<file path="src/include/sis_cfg.svh">
// Purpose: Constants for the stack and interrupt sequencer
// Assumes: Single core clock, 25 MHz
// Notes: Included by the package and the design file
`ifndef SIS_CFG_SVH
`define SIS_CFG_SVH
`define SIS_SP_RESET 8'h00
`define SIS_SPH_VALUE 8'h00
`define SIS_SP_ONE 8'h01
`define SIS_SP_TWO 8'h02
`define SIS_PC_W 10
`define SIS_PC_RESET 10'h000
`define SIS_RESP_CYC 3'h4
`define SIS_WAKE_CYC 3'h4
`define SIS_INTERRUPT_EXIT_OP_CYC 3'h4
`define SIS_CNT_ONE 3'h1
`define SIS_NSRC 8
`endif

</file>
<file path="src/include/sis_pkg.sv">
// Purpose: Types for the stack and interrupt sequencer
// Assumes: sis_cfg.svh constants
// Notes: State and command carriers
`include "sis_cfg.svh"
package sis_pkg;
  typedef enum logic [2:0] {
    SIS_RUN,
    SIS_WAKE,
    SIS_ENTRY,
    SIS_EXIT
  } sis_state_t;

  // One instruction-flow command per cycle from the core
  typedef struct packed {
    logic push1;
    logic pop1;
    logic call;
    logic ret;
    logic interrupt_exit_op;
    logic interrupt_unmask_op;
    logic cli;
    logic sp_wr;
    logic [7:0] sp_wdata;
    logic flag_wr;
    logic [`SIS_NSRC-1:0] flag_wdata;
    logic [`SIS_NSRC-1:0] enable;
    logic insn_done;
    logic sleeping;
  } sis_cmd_t;

  typedef struct packed {
    sis_state_t st;
    logic [2:0] cnt;
    logic [7:0] sp;
    logic gie;
    logic hold;
    logic [`SIS_NSRC-1:0] flags;
    logic [`SIS_NSRC-1:0] lvl_s1;
    logic [`SIS_NSRC-1:0] lvl_s2;
    logic [`SIS_NSRC-1:0] evt_s1;
    logic [`SIS_NSRC-1:0] evt_s2;
    logic [`SIS_NSRC-1:0] evt_s3;
    logic [2:0] vec;
    logic vec_go;
    logic busy;
    logic [`SIS_PC_W-1:0] ret_pc;
  } sis_state_s_t;
endpackage

</file>
<file path="src/logic/sis_sequencer.sv">
// Purpose: Stack pointer and interrupt entry/exit sequencing
// Assumes: Core drives one command per cycle; flag-type events are edges
// Notes: Lower source index = lower vector = higher priority
// Operation
// - push one byte decrements pointer by one
// - call or interrupt decrements pointer by two
// - pop one byte increments pointer by one
// - return ops increment pointer by two
// - high byte reads zero, low byte writable
// - take only with individual and global enable
// - lowest vector wins, request zero first
// - entry clears global enable
// - flag cleared when vectoring to handler
// - writing one clears flag
// - masked events held as pending flags
// - level sources request only while present
// - one instruction runs after interrupt return
// - status flags never saved automatically
// - disable op blocks same-cycle interrupts
// - instruction after enable op runs first
// - response takes four cycles, pc pushed
// - multi-cycle instruction completes first
// - wake from sleep adds four cycles
// - interrupt exit takes four cycles
// - pushed program counter is ten bits
`timescale 1ns/1ps
`include "sis_cfg.svh"
module sis_sequencer #(
  parameter int NSRC = `SIS_NSRC
) (
  // Clock and reset
  input wire logic core_clk_in,
  input wire logic rst_in,
  // Core instruction flow
  input wire sis_pkg::sis_cmd_t cmd_in,
  input wire logic [`SIS_PC_W-1:0] pc_in,
  // Peripheral sources
  input wire logic [NSRC-1:0] flag_event_in,
  input wire logic [NSRC-1:0] level_req_in,
  input wire logic [NSRC-1:0] is_level_in,
  // Outputs
  output logic [7:0] stack_pointer_low_out,
  output logic [7:0] stack_pointer_high_out,
  output logic global_enable_out,
  output logic [NSRC-1:0] flags_out,
  output logic vector_go_out,
  output logic [2:0] vector_index_out,
  output logic seq_busy_out,
  output logic [`SIS_PC_W-1:0] saved_pc_out
);
  sis_pkg::sis_state_s_t s_q, s_d;
  logic [NSRC-1:0] req;
  logic [NSRC-1:0] evt_edge;
  logic take;
  logic [2:0] win;

  // ----------------------------------------
  // Request gathering
  // ----------------------------------------
  always_comb begin
    evt_edge = s_q.evt_s2 & ~s_q.evt_s3;
    // Level sources bypass flags; vanished conditions never request
    req = (s_q.flags & ~is_level_in) | (s_q.lvl_s2 & is_level_in);
    req = req & cmd_in.enable;
    win = 3'h0;
    // Scan high to low so the lowest index wins
    for (int i = NSRC - 1; i >= 0; i--) begin
      if (req[i]) begin
        win = 3'(i);
      end
    end
    // Disable op blocks in its own cycle; hold covers post-enable/post-exit
    take = (|req) && s_q.gie && !cmd_in.cli && !cmd_in.interrupt_unmask_op && !s_q.hold
           && cmd_in.insn_done;
  end

  // ----------------------------------------
  // Next state
  // ----------------------------------------
  always_comb begin
    s_d = s_q;
    s_d.lvl_s1 = level_req_in;
    s_d.lvl_s2 = s_q.lvl_s1;
    s_d.evt_s1 = flag_event_in;
    s_d.evt_s2 = s_q.evt_s1;
    s_d.evt_s3 = s_q.evt_s2;
    s_d.vec_go = 1'b0;
    if (cmd_in.insn_done) begin
      s_d.hold = 1'b0;
    end
    if (cmd_in.flag_wr) begin
      s_d.flags = s_d.flags & ~cmd_in.flag_wdata;
    end
    case (s_q.st)
      sis_pkg::SIS_RUN: begin
        if (cmd_in.push1) begin
          s_d.sp = s_q.sp - `SIS_SP_ONE;
        end else if (cmd_in.pop1) begin
          s_d.sp = s_q.sp + `SIS_SP_ONE;
        end else if (cmd_in.call) begin
          s_d.sp = s_q.sp - `SIS_SP_TWO;
        end else if (cmd_in.ret) begin
          s_d.sp = s_q.sp + `SIS_SP_TWO;
        end else if (cmd_in.sp_wr) begin
          s_d.sp = cmd_in.sp_wdata;
        end
        if (cmd_in.cli) begin
          s_d.gie = 1'b0;
        end else if (cmd_in.interrupt_unmask_op) begin
          s_d.gie = 1'b1;
          s_d.hold = 1'b1;
        end
        if (cmd_in.interrupt_exit_op) begin
          s_d.st = sis_pkg::SIS_EXIT;
          s_d.cnt = `SIS_INTERRUPT_EXIT_OP_CYC - `SIS_CNT_ONE;
          s_d.busy = 1'b1;
        end else if (take) begin
          s_d.vec = win;
          s_d.gie = 1'b0;
          s_d.ret_pc = pc_in;
          s_d.flags[win] = 1'b0;
          s_d.busy = 1'b1;
          if (cmd_in.sleeping) begin
            s_d.st = sis_pkg::SIS_WAKE;
            s_d.cnt = `SIS_WAKE_CYC - `SIS_CNT_ONE;
          end else begin
            s_d.st = sis_pkg::SIS_ENTRY;
            s_d.cnt = `SIS_RESP_CYC - `SIS_CNT_ONE;
          end
        end
      end
      sis_pkg::SIS_WAKE: begin
        s_d.cnt = s_q.cnt - `SIS_CNT_ONE;
        if (s_q.cnt == 3'h0) begin
          s_d.st = sis_pkg::SIS_ENTRY;
          s_d.cnt = `SIS_RESP_CYC - `SIS_CNT_ONE;
        end
      end
      sis_pkg::SIS_ENTRY: begin
        s_d.cnt = s_q.cnt - `SIS_CNT_ONE;
        if (s_q.cnt == 3'h0) begin
          // Two pc bytes pushed over the response window
          s_d.sp = s_q.sp - `SIS_SP_TWO;
          s_d.st = sis_pkg::SIS_RUN;
          s_d.vec_go = 1'b1;
          s_d.busy = 1'b0;
        end
      end
      sis_pkg::SIS_EXIT: begin
        s_d.cnt = s_q.cnt - `SIS_CNT_ONE;
        if (s_q.cnt == 3'h0) begin
          // Status flags other than enable are left alone
          s_d.sp = s_q.sp + `SIS_SP_TWO;
          s_d.gie = 1'b1;
          s_d.hold = 1'b1;
          s_d.st = sis_pkg::SIS_RUN;
          s_d.busy = 1'b0;
        end
      end
      default: begin
        s_d.st = sis_pkg::SIS_RUN;
      end
    endcase
    // Set wins over software clear and hardware clear
    for (int i = 0; i < NSRC; i++) begin
      if (evt_edge[i] && !is_level_in[i]) begin
        s_d.flags[i] = 1'b1;
      end
    end
  end

  // ----------------------------------------
  // State register
  // ----------------------------------------
  always_ff @(posedge core_clk_in) begin
    if (rst_in) begin
      s_q <= '0;
      s_q.st <= sis_pkg::SIS_RUN;
      s_q.sp <= `SIS_SP_RESET;
      s_q.ret_pc <= `SIS_PC_RESET;
    end else begin
      s_q <= s_d;
    end
  end

  // ----------------------------------------
  // Outputs, all straight from flops
  // ----------------------------------------
  always_ff @(posedge core_clk_in) begin
    if (rst_in) begin
      stack_pointer_high_out <= `SIS_SPH_VALUE;
    end else begin
      stack_pointer_high_out <= `SIS_SPH_VALUE;
    end
  end
  assign stack_pointer_low_out = s_q.sp;
  assign global_enable_out = s_q.gie;
  assign flags_out = s_q.flags;
  assign vector_go_out = s_q.vec_go;
  assign vector_index_out = s_q.vec;
  assign seq_busy_out = s_q.busy;
  assign saved_pc_out = s_q.ret_pc;

  // ----------------------------------------
  // Checks
  // ----------------------------------------
  a_push_dec_one: assert property (@(posedge core_clk_in) disable iff (rst_in)
    s_q.st == sis_pkg::SIS_RUN && cmd_in.push1 && !cmd_in.interrupt_exit_op |=> s_q.sp == $past(s_q.sp) - 8'h01)
    else $error("push did not decrement by one");
  a_pop_inc_one: assert property (@(posedge core_clk_in) disable iff (rst_in)
    s_q.st == sis_pkg::SIS_RUN && !cmd_in.push1 && cmd_in.pop1 |=> s_q.sp == $past(s_q.sp) + 8'h01)
    else $error("pop did not increment by one");
  a_cli_blocks_take: assert property (@(posedge core_clk_in) disable iff (rst_in)
    s_q.st == sis_pkg::SIS_RUN && cmd_in.cli |=> s_q.st != sis_pkg::SIS_ENTRY && s_q.st != sis_pkg::SIS_WAKE)
    else $error("interrupt taken with disable op");
  a_entry_four_cyc: assert property (@(posedge core_clk_in) disable iff (rst_in)
    s_q.st == sis_pkg::SIS_RUN ##1 s_q.st == sis_pkg::SIS_ENTRY |-> ##4 s_q.vec_go)
    else $error("vector not issued after four cycles");
  a_entry_clears_gie: assert property (@(posedge core_clk_in) disable iff (rst_in)
    s_q.st == sis_pkg::SIS_ENTRY |-> !s_q.gie)
    else $error("global enable set during entry");
  a_exit_sets_gie: assert property (@(posedge core_clk_in) disable iff (rst_in)
    s_q.st == sis_pkg::SIS_EXIT && s_q.cnt == 3'h0 |=> s_q.gie && s_q.hold && s_q.sp == $past(s_q.sp) + 8'h02)
    else $error("exit did not restore enable and pointer");
  a_sei_defers: assert property (@(posedge core_clk_in) disable iff (rst_in)
    s_q.st == sis_pkg::SIS_RUN && cmd_in.interrupt_unmask_op && !cmd_in.cli && !cmd_in.interrupt_exit_op |=> s_q.hold)
    else $error("enable op did not defer");
  a_take_needs_en: assert property (@(posedge core_clk_in) disable iff (rst_in)
    s_q.st == sis_pkg::SIS_RUN && !s_q.gie |=> s_q.st != sis_pkg::SIS_ENTRY && s_q.st != sis_pkg::SIS_WAKE)
    else $error("interrupt taken while globally disabled");

  // Call moves the pointer by a whole return address
  a_call_dec_two: assert property (@(posedge core_clk_in) disable iff (rst_in)
    s_q.st == sis_pkg::SIS_RUN && !cmd_in.push1 && !cmd_in.pop1 && cmd_in.call
    |=> s_q.sp == $past(s_q.sp) - `SIS_SP_TWO)
    else $error("call did not decrement by two");

  // Subroutine return gives the two bytes back
  a_ret_inc_two: assert property (@(posedge core_clk_in) disable iff (rst_in)
    s_q.st == sis_pkg::SIS_RUN && !cmd_in.push1 && !cmd_in.pop1 && !cmd_in.call && cmd_in.ret
    |=> s_q.sp == $past(s_q.sp) + `SIS_SP_TWO)
    else $error("return did not increment by two");

  // Software load of the low byte, lowest command priority
  a_ptr_write_loads: assert property (@(posedge core_clk_in) disable iff (rst_in)
    s_q.st == sis_pkg::SIS_RUN && cmd_in.sp_wr && !(cmd_in.push1 || cmd_in.pop1 || cmd_in.call || cmd_in.ret)
    |=> s_q.sp == $past(cmd_in.sp_wdata))
    else $error("pointer write did not load");

  // No individual enable, no entry whatever the flags say
  a_needs_ind_en: assert property (@(posedge core_clk_in) disable iff (rst_in)
    s_q.st == sis_pkg::SIS_RUN && cmd_in.enable == '0
    |=> s_q.st != sis_pkg::SIS_ENTRY && s_q.st != sis_pkg::SIS_WAKE)
    else $error("interrupt taken with no individual enable");

  // Nothing below the winner may be requesting
  a_lowest_index_wins: assert property (@(posedge core_clk_in) disable iff (rst_in)
    s_q.st == sis_pkg::SIS_RUN && !cmd_in.interrupt_exit_op && take
    |-> req[win] && (req & ~({NSRC{1'b1}} << win)) == '0)
    else $error("lower vector was passed over");

  // Served flag drops unless a fresh event lands on it
  a_take_clears_flag: assert property (@(posedge core_clk_in) disable iff (rst_in)
    s_q.st == sis_pkg::SIS_RUN && !cmd_in.interrupt_exit_op && take && !evt_edge[win]
    |=> !s_q.flags[$past(win)])
    else $error("served flag still pending");

  // Ones in a flag write clear the flag
  a_write_one_clears: assert property (@(posedge core_clk_in) disable iff (rst_in)
    cmd_in.flag_wr
    |=> (s_q.flags & $past(cmd_in.flag_wdata & ~evt_edge)) == '0)
    else $error("flag write did not clear");

  // An edge always lands in its flag, masked or not
  a_event_sets_flag: assert property (@(posedge core_clk_in) disable iff (rst_in)
    (evt_edge & ~is_level_in) != '0
    |=> (s_q.flags & $past(evt_edge & ~is_level_in)) == $past(evt_edge & ~is_level_in))
    else $error("event edge lost");

  // After exit the interrupted code gets one instruction
  a_exit_one_insn: assert property (@(posedge core_clk_in) disable iff (rst_in)
    s_q.st == sis_pkg::SIS_EXIT && s_q.cnt == 3'h0
    |=> s_q.st == sis_pkg::SIS_RUN ##1 (s_q.st != sis_pkg::SIS_ENTRY && s_q.st != sis_pkg::SIS_WAKE))
    else $error("interrupt taken straight after exit");

  // The instruction after the enable op runs first
  a_sei_next_insn: assert property (@(posedge core_clk_in) disable iff (rst_in)
    s_q.st == sis_pkg::SIS_RUN && cmd_in.interrupt_unmask_op && !cmd_in.cli && !cmd_in.interrupt_exit_op
    |=> s_q.st == sis_pkg::SIS_RUN ##1 (s_q.st != sis_pkg::SIS_ENTRY && s_q.st != sis_pkg::SIS_WAKE))
    else $error("interrupt taken straight after enable op");

  // Both pc bytes accounted for as the vector starts
  a_entry_pushes_pc: assert property (@(posedge core_clk_in) disable iff (rst_in)
    s_q.st == sis_pkg::SIS_ENTRY && s_q.cnt == 3'h0
    |=> s_q.vec_go && s_q.sp == $past(s_q.sp) - `SIS_SP_TWO)
    else $error("entry end without push and vector");

  // A multi-cycle instruction is never cut short
  a_multi_cycle_waits: assert property (@(posedge core_clk_in) disable iff (rst_in)
    s_q.st == sis_pkg::SIS_RUN && !cmd_in.insn_done && !cmd_in.interrupt_exit_op |=> s_q.st == sis_pkg::SIS_RUN)
    else $error("interrupt cut a multi-cycle instruction");

  // Sleep wake adds four cycles ahead of the normal entry
  a_wake_eight_cyc: assert property (@(posedge core_clk_in) disable iff (rst_in)
    s_q.st == sis_pkg::SIS_RUN ##1 s_q.st == sis_pkg::SIS_WAKE
    |-> s_q.st == sis_pkg::SIS_WAKE [*4] ##1 s_q.st == sis_pkg::SIS_ENTRY [*4] ##1 s_q.vec_go)
    else $error("wake entry not eight cycles");

  // Exit holds off the enable for its whole four cycles
  a_exit_four_cyc: assert property (@(posedge core_clk_in) disable iff (rst_in)
    s_q.st == sis_pkg::SIS_RUN && cmd_in.interrupt_exit_op
    |=> s_q.st == sis_pkg::SIS_EXIT [*4] ##1 (s_q.st == sis_pkg::SIS_RUN && s_q.gie))
    else $error("exit not four cycles");

  // Return address is the pc of the take cycle
  a_pc_captured: assert property (@(posedge core_clk_in) disable iff (rst_in)
    s_q.st == sis_pkg::SIS_RUN && !cmd_in.interrupt_exit_op && take |=> s_q.ret_pc == $past(pc_in))
    else $error("return address not captured");

  // Reset leaves pointer, enable and flags clear
  a_reset_clears_ptr: assert property (@(posedge core_clk_in)
    rst_in |=> s_q.sp == `SIS_SP_RESET && !s_q.gie && s_q.flags == '0)
    else $error("reset did not clear state");
endmodule

</file>
<file path="config.mk">
export PLATFORM = sky130hd
export DESIGN_NAME = sis_sequencer
export DESIGN_NICKNAME = d
export VERILOG_FILES = /design/src/include/sis_pkg.sv /design/src/logic/sis_sequencer.sv
export VERILOG_INCLUDE_DIRS = /design/src /design/src/include
export SDC_FILE = /design/constraint.sdc
export NUM_CORES = 1
export LEC_CHECK = 0
export BUFFER_PORTS_ARGS = -buffer_cell sky130_fd_sc_hd__buf_2
export CAP_MARGIN = 20
export CORE_AREA = 2 2 91 111
export CTS_CLUSTER_SIZE = 28
export DETAILED_ROUTE_END_ITERATION = 8
export DIE_AREA = 0 0 93 113
export PLACE_DENSITY = 0.87
export SETUP_SLACK_MARGIN = 0.05
export SYNTH_ARGS = -nofsm -noshare
export SYNTH_HDL_FRONTEND = slang
export SYNTH_SLANG_ARGS = --single-unit
</file>
<file path="constraint.sdc">
create_clock -name core_clk_in -period 2.1 [get_ports core_clk_in]
set_input_delay 0.21 -clock core_clk_in [delete_from_list [all_inputs] [get_ports core_clk_in]]
set_output_delay 0.21 -clock core_clk_in [all_outputs]
set_load 0.01 [all_outputs]
</file>
==> results of run 1 <==
## registers in the layout (all words and copies together), names as in the netlist
signal	count
seq_busy_out	1
stack_pointer_low_out	8
global_enable_out	1
s_q	22
flags_out	8
vector_go_out	1
s_d	24
saved_pc_out	10
vector_index_out	3
## through the flow
stage	instances	hold slack, ps
CTS	741	74.3
detailed placement	723	423
finish	742	83.3
floorplan	544	338
global placement	723	417
global route	741	99.3
## worst paths after layout
check	endpoint	slack (ps)
max	stack_pointer_low_out[5]	140
min	s_d[42]	80
max reg2reg	stack_pointer_low_out[5]	140
min reg2reg	s_d[17]	440
## kinds of logic after synthesis
family | Yosys count
AOI/OAI and AO/OA | 126
xor gates and xnor gates | 7
adders and majority gates | 13
buffers and inverters | 92
DFF | 78
muxes | 20
other | 1
and+or+nand+nor | 200
## critical path: cells and delay by family, from the launching register on
family	cells	cell delay, ps
adders and majority gates	1	180
AOI/OAI and AO/OA	3	700
buffers and inverters	2	210
DFF	1	380
and+or+nand+nor	2	410
## cell usage in the layout (no fill, tap or decap), drive strengths merged, types with 5 or more instances in the layout
cell,instances
dfxtp,78
nor3,6
mux2,5
nor2b,49
o31ai,7
inv,22
or4,5
buf,130
nor2,37
a21oi,26
nand2,38
a31oi,9
o211ai,10
ha,13
xnor2,5
mux2i,15
clkbuf,10
o21ai,24
nor3b,10
nand3,15
nand2b,6
conb,8
a2bb2oi,5
nand4,6
## power by group
| part | leakage [nW] | internal (W) | switching, W |
|---|---|---|---|
| Sequential | 0.641 | 0.00165 | 0.000182 |
| Combinational | 1.47 | 0.00122 | 0.00148 |
| Clock | 0.170 | 0.00120 | 0.000626 |
## cell type report
class | instances | share of cell area
multi-input cells | 374 | 0.466
flip-flops and latches | 78 | 0.288
repair buffers | 130 | 0.138
clock buffers | 10 | 0.0439
well taps | 123 | 0.0282
clock inverters | 6 | 0.0211
inverters | 20 | 0.0142
diodes | 1 | 0.000459
## routing by layer
| metal | track usage | up-vias | routed length (um) |
|---|---|---|---|
| met3 | 0.0466 | 46 | 861 |
| met5 | 0 | - | 0 |
| met4 | 0.115 | 0 | 430 |
| li1 | - | 2020 | - |
| met2 | 0.392 | 197 | 5940 |
| met1 | 0.268 | 1997 | 4770 |
## repair_timing
| item | 4_1_cts | 5_1_grt |
|---|---|---|
| buffers inserted | 2 | 0 |
| cloned | 0 | 0 |
| resized for setup | 4 | 15 |
| pin swaps | 1 | 2 |
| setup endpoints to repair | 11 | 20 |
==> impl_metrics.py, run 1 <==
metrics = {
    "critical_path": {
        "cp_slowest_stage_delay_ps": 380,
        "r2r-start": "s_q[76]",
        "arrival_ps": 2210,
        "cp-start-kind": "flip-flop",
        "path_cells": "inv_4 -> ha_2 -> or2_4 -> a221oi_4 -> buf_6 -> and2_4 -> o211ai_1 -> o32ai_2",
        "crit_slowest_cell": "dfxtp_4",
        "startpoint": "s_q[76]",
        "crit_type": "flip-flop to flip-flop",
        "ff2ff_path_depth": 8,
        "required_ps": 2350,
        "crit_fanout": 4,
        "cp-end-kind": "flip-flop",
    },
    "yosys": {
        "synth_top_area_frac": 0.344,
        "synth_fa_ha_area_frac": 0.0358,
        "netlist_area_sq_um": 4540,
        "ys_types": 69,
        "async_flop_share": 0,
        "yosysSeqAreaShare": 0.344,
        "yosys_warnings": 0,
        "yosysMostFrequentCell": "dfxtp_1",
        "synth.ff_latch_count": 78,
        "synthCells": 537,
        "synthMuxAreaShare": 0.0454,
        "synth_top_family_by_area": "simple AND/OR/NAND/NOR gates",
        "synth_compound_area_frac": 0.200,
        "yosys.area_share.xor_xnor": 0.0135,
        "yosysTopAreaCell": "dfxtp_1",
        "yosys-top-cells-area": "dfxtp_1 (34%), nor2b_1 (6.7%), buf_4 (6.3%), ha_1 (3.6%), mux2i_1 (3.3%)",
        "yosys.area_share.simple": 0.247,
        "synth.avg_cell_area_sq_um": 8.46,
        "synthFlopType": "dfxtp_1",
        "synth_edf_count": 0,
        "synth_common_cells": "dfxtp_1 (78), nor2b_1 (49), buf_4 (38), nand2_1 (38), nor2_1 (37)",
    },
    "placement": {
        "placed_area_sq_um": 5020,
        "numPortBuffers": 102,
        "post-dp-hpwl_um": 8900,
        "gp_congestion": 0.913,
        "pre_cts_slack_ps": -105,
    },
    "cts": {
        "tritoncts": "yes",
        "cts.clk_slew.worst_paths_ps": 60,
        "clockBufferDepth": 2,
        "clockRootBuffer": "clkbuf_16",
        "cts_hold_buffers": 0,
        "cts_buffers": 9,
        "clk_latency_ps": 330,
        "htreeDepth": 3,
        "clkSinkCount": 78,
    },
    "hold_path": {
        "min-delay-path-class": "input pin to flip-flop",
        "whs_path_depth": 2,
        "min_from": "level_req_in[3]",
    },
    "finish": {
        "multiInputGateArea_sq_um": 2540,
        "fin_util": 0.581,
        "nets": 697,
        "regArea_sq_um": 1570,
        "drive_gt1_frac": 0.298,
        "fillers": 820,
        "areaGrowthSynthToFinish_pct": 19.9,
        "design_area_sq_um": 5450,
    },
    "routing": {
        "final_antenna_net_count": 0,
        "drc_errors": 0,
        "vias_per_cell": 5.74,
        "via_count": 4260,
        "wl_per_cell_um": 16.2,
        "wl_um": 12000,
        "drt_iter0_drc": 209,
        "drt_pass1_iterations": 5,
    },
    "sta": {
        "fin_ws_ps": 137,
        "tightest_slew_ps": 613,
        "setup_tns_ps": 0,
        "grt_setup_unrepaired": "true",
        "final.period_utilization": 0.935,
        "period_needed_ps": 1960,
        "finalClockSkew_ps": 7.71,
        "max_slew_margin": 0.588,
        "hold_viol_final": 0,
        "setup_viol": 0,
        "fmax_ghz": 0.509,
        "finalMaxSlewViolations": 0,
    },
    "power_and_ir_drop": {
        "cellPowerDensity_nw_per_um2": 1170,
        "peakVddDrop_mv": 0.825,
        "leakage_nw": 2.28,
        "p_total_w": 0.00636,
    },
    "floorplanning": {
        "start_util": 0.485,
        "ioPinCount": 111,
        "die_width_um": 93,
        "die_area_sq_um": 10500,
        "core_sq_um": 9370,
        "fp.dieH_um": 113,
        "num_rows": 39,
    },
    "run_status": {
        "status": "finished, final reports clean",
    },
    "flow_run": {
        "cap_violations": 0,
    },
    "global_route": {
        "grt_pass1_vias": 4285,
        "grt_max_degree": 36,
        "grt_overflow": 0,
        "grt_pass1_wl_um": 19600,
        "grt_use_total": 0.228,
        "antenna_found_initial": 0,
    },
}
Power figures use the tool's default switching activity.
==> run 2, diff against run 1 <==
--- a/config.mk
+++ b/config.mk
@@ -6,13 +6,14 @@
 export SDC_FILE = /design/constraint.sdc
 export NUM_CORES = 1
 export LEC_CHECK = 0
-export BUFFER_PORTS_ARGS = -buffer_cell sky130_fd_sc_hd__buf_2
 export CAP_MARGIN = 20
-export CORE_AREA = 2 2 91 111
+export CORE_AREA = 2 2 87 106
 export CTS_CLUSTER_SIZE = 28
 export DETAILED_ROUTE_END_ITERATION = 8
-export DIE_AREA = 0 0 93 113
-export PLACE_DENSITY = 0.87
+export DIE_AREA = 0 0 89 108
+export DONT_BUFFER_PORTS = 1
+export GPL_TIMING_DRIVEN = 0
+export PLACE_DENSITY = 0.82
 export SETUP_SLACK_MARGIN = 0.05
 export SYNTH_ARGS = -nofsm -noshare
 export SYNTH_HDL_FRONTEND = slang
==> impl_metrics.py, run 2 (same netlist as run 1, synthesis figures left out) <==
metrics = {
    "flow_run": {
        "cap_violations": 0,
    },
    "floorplanning": {
        "core_sq_um": 8520,
        "die_width_um": 89,
        "ioPinCount": 111,
        "die_area_sq_um": 9610,
        "fp.dieH_um": 108,
        "start_util": 0.533,
        "num_rows": 37,
    },
    "placement": {
        "gp_congestion": 0.969,
        "pre_cts_slack_ps": -548,
        "placed_area_sq_um": 4730,
        "numPortBuffers": 0,
        "post-dp-hpwl_um": 9130,
    },
    "sta": {
        "final.period_utilization": 0.981,
        "fin_hold_ws_ps": 11.9,
        "fmax_ghz": 0.485,
        "hold_viol_final": 0,
        "period_needed_ps": 2060,
        "max_slew_margin": 0.348,
        "setup_tns_ps": 0,
        "finalClockSkew_ps": 10.3,
        "grt_setup_unrepaired": "true",
        "setup_viol": 0,
        "fin_ws_ps": 40.2,
        "finalMaxSlewViolations": 0,
        "tightest_slew_ps": 969,
    },
    "cts": {
        "tritoncts": "yes",
        "clkSinkCount": 78,
        "cts_buffers": 9,
        "clockBufferDepth": 2,
        "htreeDepth": 3,
        "clk_latency_ps": 360,
        "clockRootBuffer": "clkbuf_8",
        "cts.clk_slew.worst_paths_ps": 90,
    },
    "routing": {
        "wl_met3_um": 1220,
        "wl_per_cell_um": 18.0,
        "via_count": 4214,
        "wl_um": 12700,
        "drc_errors": 0,
        "drt_iter0_drc": 194,
        "vias_per_cell": 5.95,
        "drt_pass1_iterations": 6,
        "met1_length_um": 4530,
        "route.met2.wl_um": 6290,
        "final_antenna_net_count": 0,
        "routed.top_layer": "met4",
    },
    "power_and_ir_drop": {
        "pwr-share-seq": 0.301,
        "power_frac_comb": 0.497,
        "peakVddDrop_mv": 0.607,
        "clkPwrFrac": 0.202,
        "switching_share": 0.405,
        "cellPowerDensity_nw_per_um2": 1110,
        "internal_power_w": 0.00356,
        "p_switching_w": 0.00243,
        "leakage_nw": 2.07,
    },
    "finish": {
        "design_area_sq_um": 5400,
        "fin_util": 0.634,
        "diodes": 0,
        "drive_gt1_frac": 0.212,
        "largest_reg_flops": 24,
        "fillers": 729,
        "layout_common_cells": "dfxtp_1 (75), buf_4 (48), nor2b_1 (48)",
        "areaGrowthSynthToFinish_pct": 18.9,
        "layout_commonest_cell": "dfxtp_1",
        "nets": 670,
    },
    "critical_path": {
        "arrival_ps": 2280,
        "crit_fanout": 10,
        "r2r-start": "stack_pointer_low_out[2]",
        "ff2ff_path_depth": 8,
        "path_cells": "buf_4 -> inv_1 -> ha_4 -> or3b_2 -> nor2_2 -> o221ai_1 -> o211ai_1 -> o32ai_2",
        "rrSetupSlack_ps": 40,
        "crit_slowest_cell": "or3b_2",
        "required_ps": 2320,
        "critical-path-top-delay-family": "simple AND/OR/NAND/NOR gates",
        "crit_buf_inv": 2,
        "cp-start-kind": "flip-flop",
        "crit_type": "flip-flop to flip-flop",
        "r2r-end": "stack_pointer_low_out[5]",
        "cp-end-kind": "flip-flop",
        "cp_slowest_stage_delay_ps": 480,
    },
    "global_route": {
        "grt_overflow": 0,
        "grt_use_total": 0.266,
        "grt_pass1_vias": 4144,
        "antenna_found_initial": 0,
        "grt_max_degree": 17,
        "grt_pass1_wl_um": 19800,
    },
    "run_status": {
        "status": "finished, final reports clean",
    },
    "hold_path": {
        "hold_end": "s_d[46]",
        "min-delay-path-class": "input pin to flip-flop",
        "whs_path_depth": 1,
        "min_from": "level_req_in[7]",
    },
}
run 2: cell types whose count changed in the layout (fill, tap and decap cells not counted), sizes merged:
cell	delta
bufinv	-2
buf	-70
clkinvlp	+1
diode	-1
clkbuf	+23
dlygate4sd3	+19
inv	+2
run 2: worst reg2reg max path, cell delays in order, from the launching register on:
cell      delay [ps]
dfxtp_2          370
buf_4            180
inv_1            110
ha_4             190
or3b_2           480
nor2_2           150
o221ai_1         140
o211ai_1         150
o32ai_2          150
run 2: worst max path at each step:
stage,from,slack (ps),to,depth (start not counted)
6_report,stack_pointer_low_out[2],40,stack_pointer_low_out[5],8
3_3_place_gp,stack_pointer_low_out[2],-450,stack_pointer_low_out[5],8
3_5_place_dp,stack_pointer_low_out[2],-550,stack_pointer_low_out[5],8
5_1_grt,s_q[76],-40,stack_pointer_low_out[0],9
4_1_cts,stack_pointer_low_out[2],50,stack_pointer_low_out[5],8
2_1_floorplan,stack_pointer_low_out[2],80,stack_pointer_low_out[5],8
run 2: routing by layer:
layer	GRT usage	vias up
li1	-	1973
met1	0.287	1927
met2	0.456	253
met3	0.0718	61
met4	0.158	0
met5	0	-
run 2: final cells by class:
class,instances,area [sq um],share of cell area
sequential,78,1570,0.291
multi-input combinational,374,2650,0.489
timing repair buffer,32,303,0.0560
buffer,71,450,0.0834
tap,117,146,0.0271
clock buffer,9,124,0.0229
inverter,20,77.6,0.0144
clock inverter,7,87.6,0.0162
run 2: stage by stage:
stage	cells	total power (W)
final	708	0.00599
after global routing	708	0.00631
after CTS	705	0.00571
after detailed placement	661	0.00421
after global placement	661	0.00414
after floorplan	544	0.00368
run 2: power by group through the flow:
stage	Combinational [W]	Clock (W)	Sequential, W
after floorplan	0.00192	0	0.00177
after global placement	0.00235	0	0.00180
after detailed placement	0.00240	0	0.00181
after CTS	0.00272	0.00121	0.00178
after global routing	0.00322	0.00127	0.00182
final	0.00298	0.00121	0.00180
run 2: repair_timing:
item | CTS | global route
pin swaps | 2 | 9
setup endpoints to repair | 23 | 12
buffers inserted | 10 | 3
gates resized for setup | 21 | 29
hold buffers | 19 | 0
endpoints found under the hold margin | 19 | 0
==> run 3, diff against run 2 <==
--- a/config.mk
+++ b/config.mk
@@ -7,10 +7,10 @@
 export NUM_CORES = 1
 export LEC_CHECK = 0
 export CAP_MARGIN = 20
-export CORE_AREA = 2 2 87 106
+export CORE_AREA = 10 10 95 114
 export CTS_CLUSTER_SIZE = 28
 export DETAILED_ROUTE_END_ITERATION = 8
-export DIE_AREA = 0 0 89 108
+export DIE_AREA = 0 0 105 124
 export DONT_BUFFER_PORTS = 1
 export GPL_TIMING_DRIVEN = 0
 export PLACE_DENSITY = 0.82
==> impl_metrics.py, run 3 (same netlist as run 1, synthesis figures left out) <==
metrics = {
    "floorplanning": {
        "die_width_um": 105,
        "start_util": 0.533,
        "fp.dieH_um": 124,
        "ioPinCount": 111,
        "die_area_sq_um": 13000,
        "num_rows": 37,
        "core_sq_um": 8520,
    },
    "critical_path": {
        "crit_fanout": 6,
        "required_ps": 2330,
        "cp-end-kind": "flip-flop",
        "crit_type": "flip-flop to flip-flop",
        "cp-start-kind": "flip-flop",
        "arrival_ps": 2240,
    },
    "run_status": {
        "status": "finished, final reports clean",
    },
    "sta": {
        "period_needed_ps": 2000,
        "finalMaxSlewViolations": 0,
        "tightest_slew_ps": 996,
        "hold_viol_final": 0,
        "grt_setup_unrepaired": "true",
        "max_slew_margin": 0.330,
        "fin_hold_ws_ps": 15.3,
        "finalClockSkew_ps": 14.4,
        "fmax_ghz": 0.499,
        "setup_viol": 0,
        "final.period_utilization": 0.954,
    },
    "finish": {
        "diodes": 0,
        "largest_reg_flops": 24,
        "layout_common_cells": "dfxtp_1 (74), nor2b_1 (48), buf_4 (48)",
        "layout_commonest_cell": "dfxtp_1",
        "areaGrowthSynthToFinish_pct": 18.9,
        "drive_gt1_frac": 0.211,
        "nets": 671,
    },
    "routing": {
        "wl_um": 13800,
        "final_antenna_net_count": 0,
        "via_count": 4173,
        "wl_per_cell_um": 19.5,
        "drc_errors": 0,
        "drt_pass1_iterations": 6,
        "drt_iter0_drc": 384,
        "vias_per_cell": 5.89,
    },
    "cts": {
        "clockRootBuffer": "clkbuf_8",
        "cts_buffers": 9,
        "clkSinkCount": 78,
        "clk_latency_ps": 360,
        "cts.clk_slew.worst_paths_ps": 100,
        "tritoncts": "yes",
        "clockBufferDepth": 2,
        "htreeDepth": 3,
    },
    "power_and_ir_drop": {
        "p_total_w": 0.00586,
        "peakVddDrop_mv": 0.740,
        "cellPowerDensity_nw_per_um2": 1090,
        "leakage_nw": 2.06,
    },
    "placement": {
        "gp_congestion": 0.944,
        "post-dp-hpwl_um": 10000,
        "numPortBuffers": 0,
    },
    "global_route": {
        "antenna_found_initial": 0,
        "grt_max_degree": 17,
        "grt_use_total": 0.204,
        "grt_pass1_wl_um": 21600,
        "grt_overflow": 0,
        "grt_pass1_vias": 4267,
    },
    "flow_run": {
        "cap_violations": 0,
    },
    "hold_path": {
        "min-delay-path-class": "input pin to flip-flop",
    },
}
==> run 3: cell count changes in the layout (fill, tap and decap cells not counted), moves of 2 or more <==
cell,previous run,this run
buf_6,8,4
o21ai_2,2,0
inv_1,19,16
dlygate4sd3_1,19,23
inv_2,0,2
dfxtp_2,1,3
o21ai_0,21,24
==> run 3: path summary, 6_finish.rpt <==
path,start,end,slack (ps),cells past startpoint
max,s_q[76],stack_pointer_low_out[0],100,9
min,is_level_in[4],flags_out[4],20,2
max reg2reg,s_q[76],stack_pointer_low_out[0],100,9
min reg2reg,s_d[45],s_q[45],440,1
==> run 3: where the power goes <==
group / switching (W) / internal (W)
logic: 0.00161 / 0.00123
clock network: 0.000644 / 0.000578
registers: 0.000157 / 0.00165
==> run 3: area by class of cell <==
cell class	count	area [sq um]
fill	722	3120
multi-input combinational	374	2640
sequential	78	1570
buffer	70	440
timing repair buffer	34	317
tap	117	146
clock buffer	9	124
clock inverter	7	87.6
inverter	20	81.3
==> run 3: metrics by stage <==
| step | utilization | area [sq um] | setup slack, ps | TNS (ps) | cells |
|---|---|---|---|---|---|
| 2_1_floorplan | - | 4580 | 80.9 | 0 | 544 |
| 3_3_place_gp | 0.555 | 4730 | -442 | -2670 | 661 |
| 3_5_place_dp | 0.555 | 4730 | -443 | -3460 | 661 |
| 4_1_cts | 0.619 | 5280 | 36.4 | 0 | 703 |
| 5_1_grt | 0.634 | 5400 | 13.4 | 0 | 709 |
| 6_report | 0.634 | 5400 | 96.8 | 0 | 709 |
==> run 3: layer usage <==
layer / global-route usage / share of wire
met1: 0.199 / 0.36
met2: 0.365 / 0.49
met3: 0.102 / 0.12
met4: 0.0825 / 0.028
met5: 0 / 0
==> run 3: repair_timing <==
action / 4_1_cts / 5_1_grt
endpoints found under the hold margin: 23 / 0
pin swaps: 2 / 11
setup endpoints to repair: 22 / 10
resized for setup: 23 / 23
hold buffers: 23 / 0
setup buffers: 4 / 7
==> run 3: critical path, stage by stage, from the launching register on <==
cell,delay [ps]
dfxtp_4,390
inv_4,50
ha_4,150
or2_0,190
buf_4,150
a221oi_4,320
buf_6,170
and3_4,180
mux2i_2,210
nor2_1,60
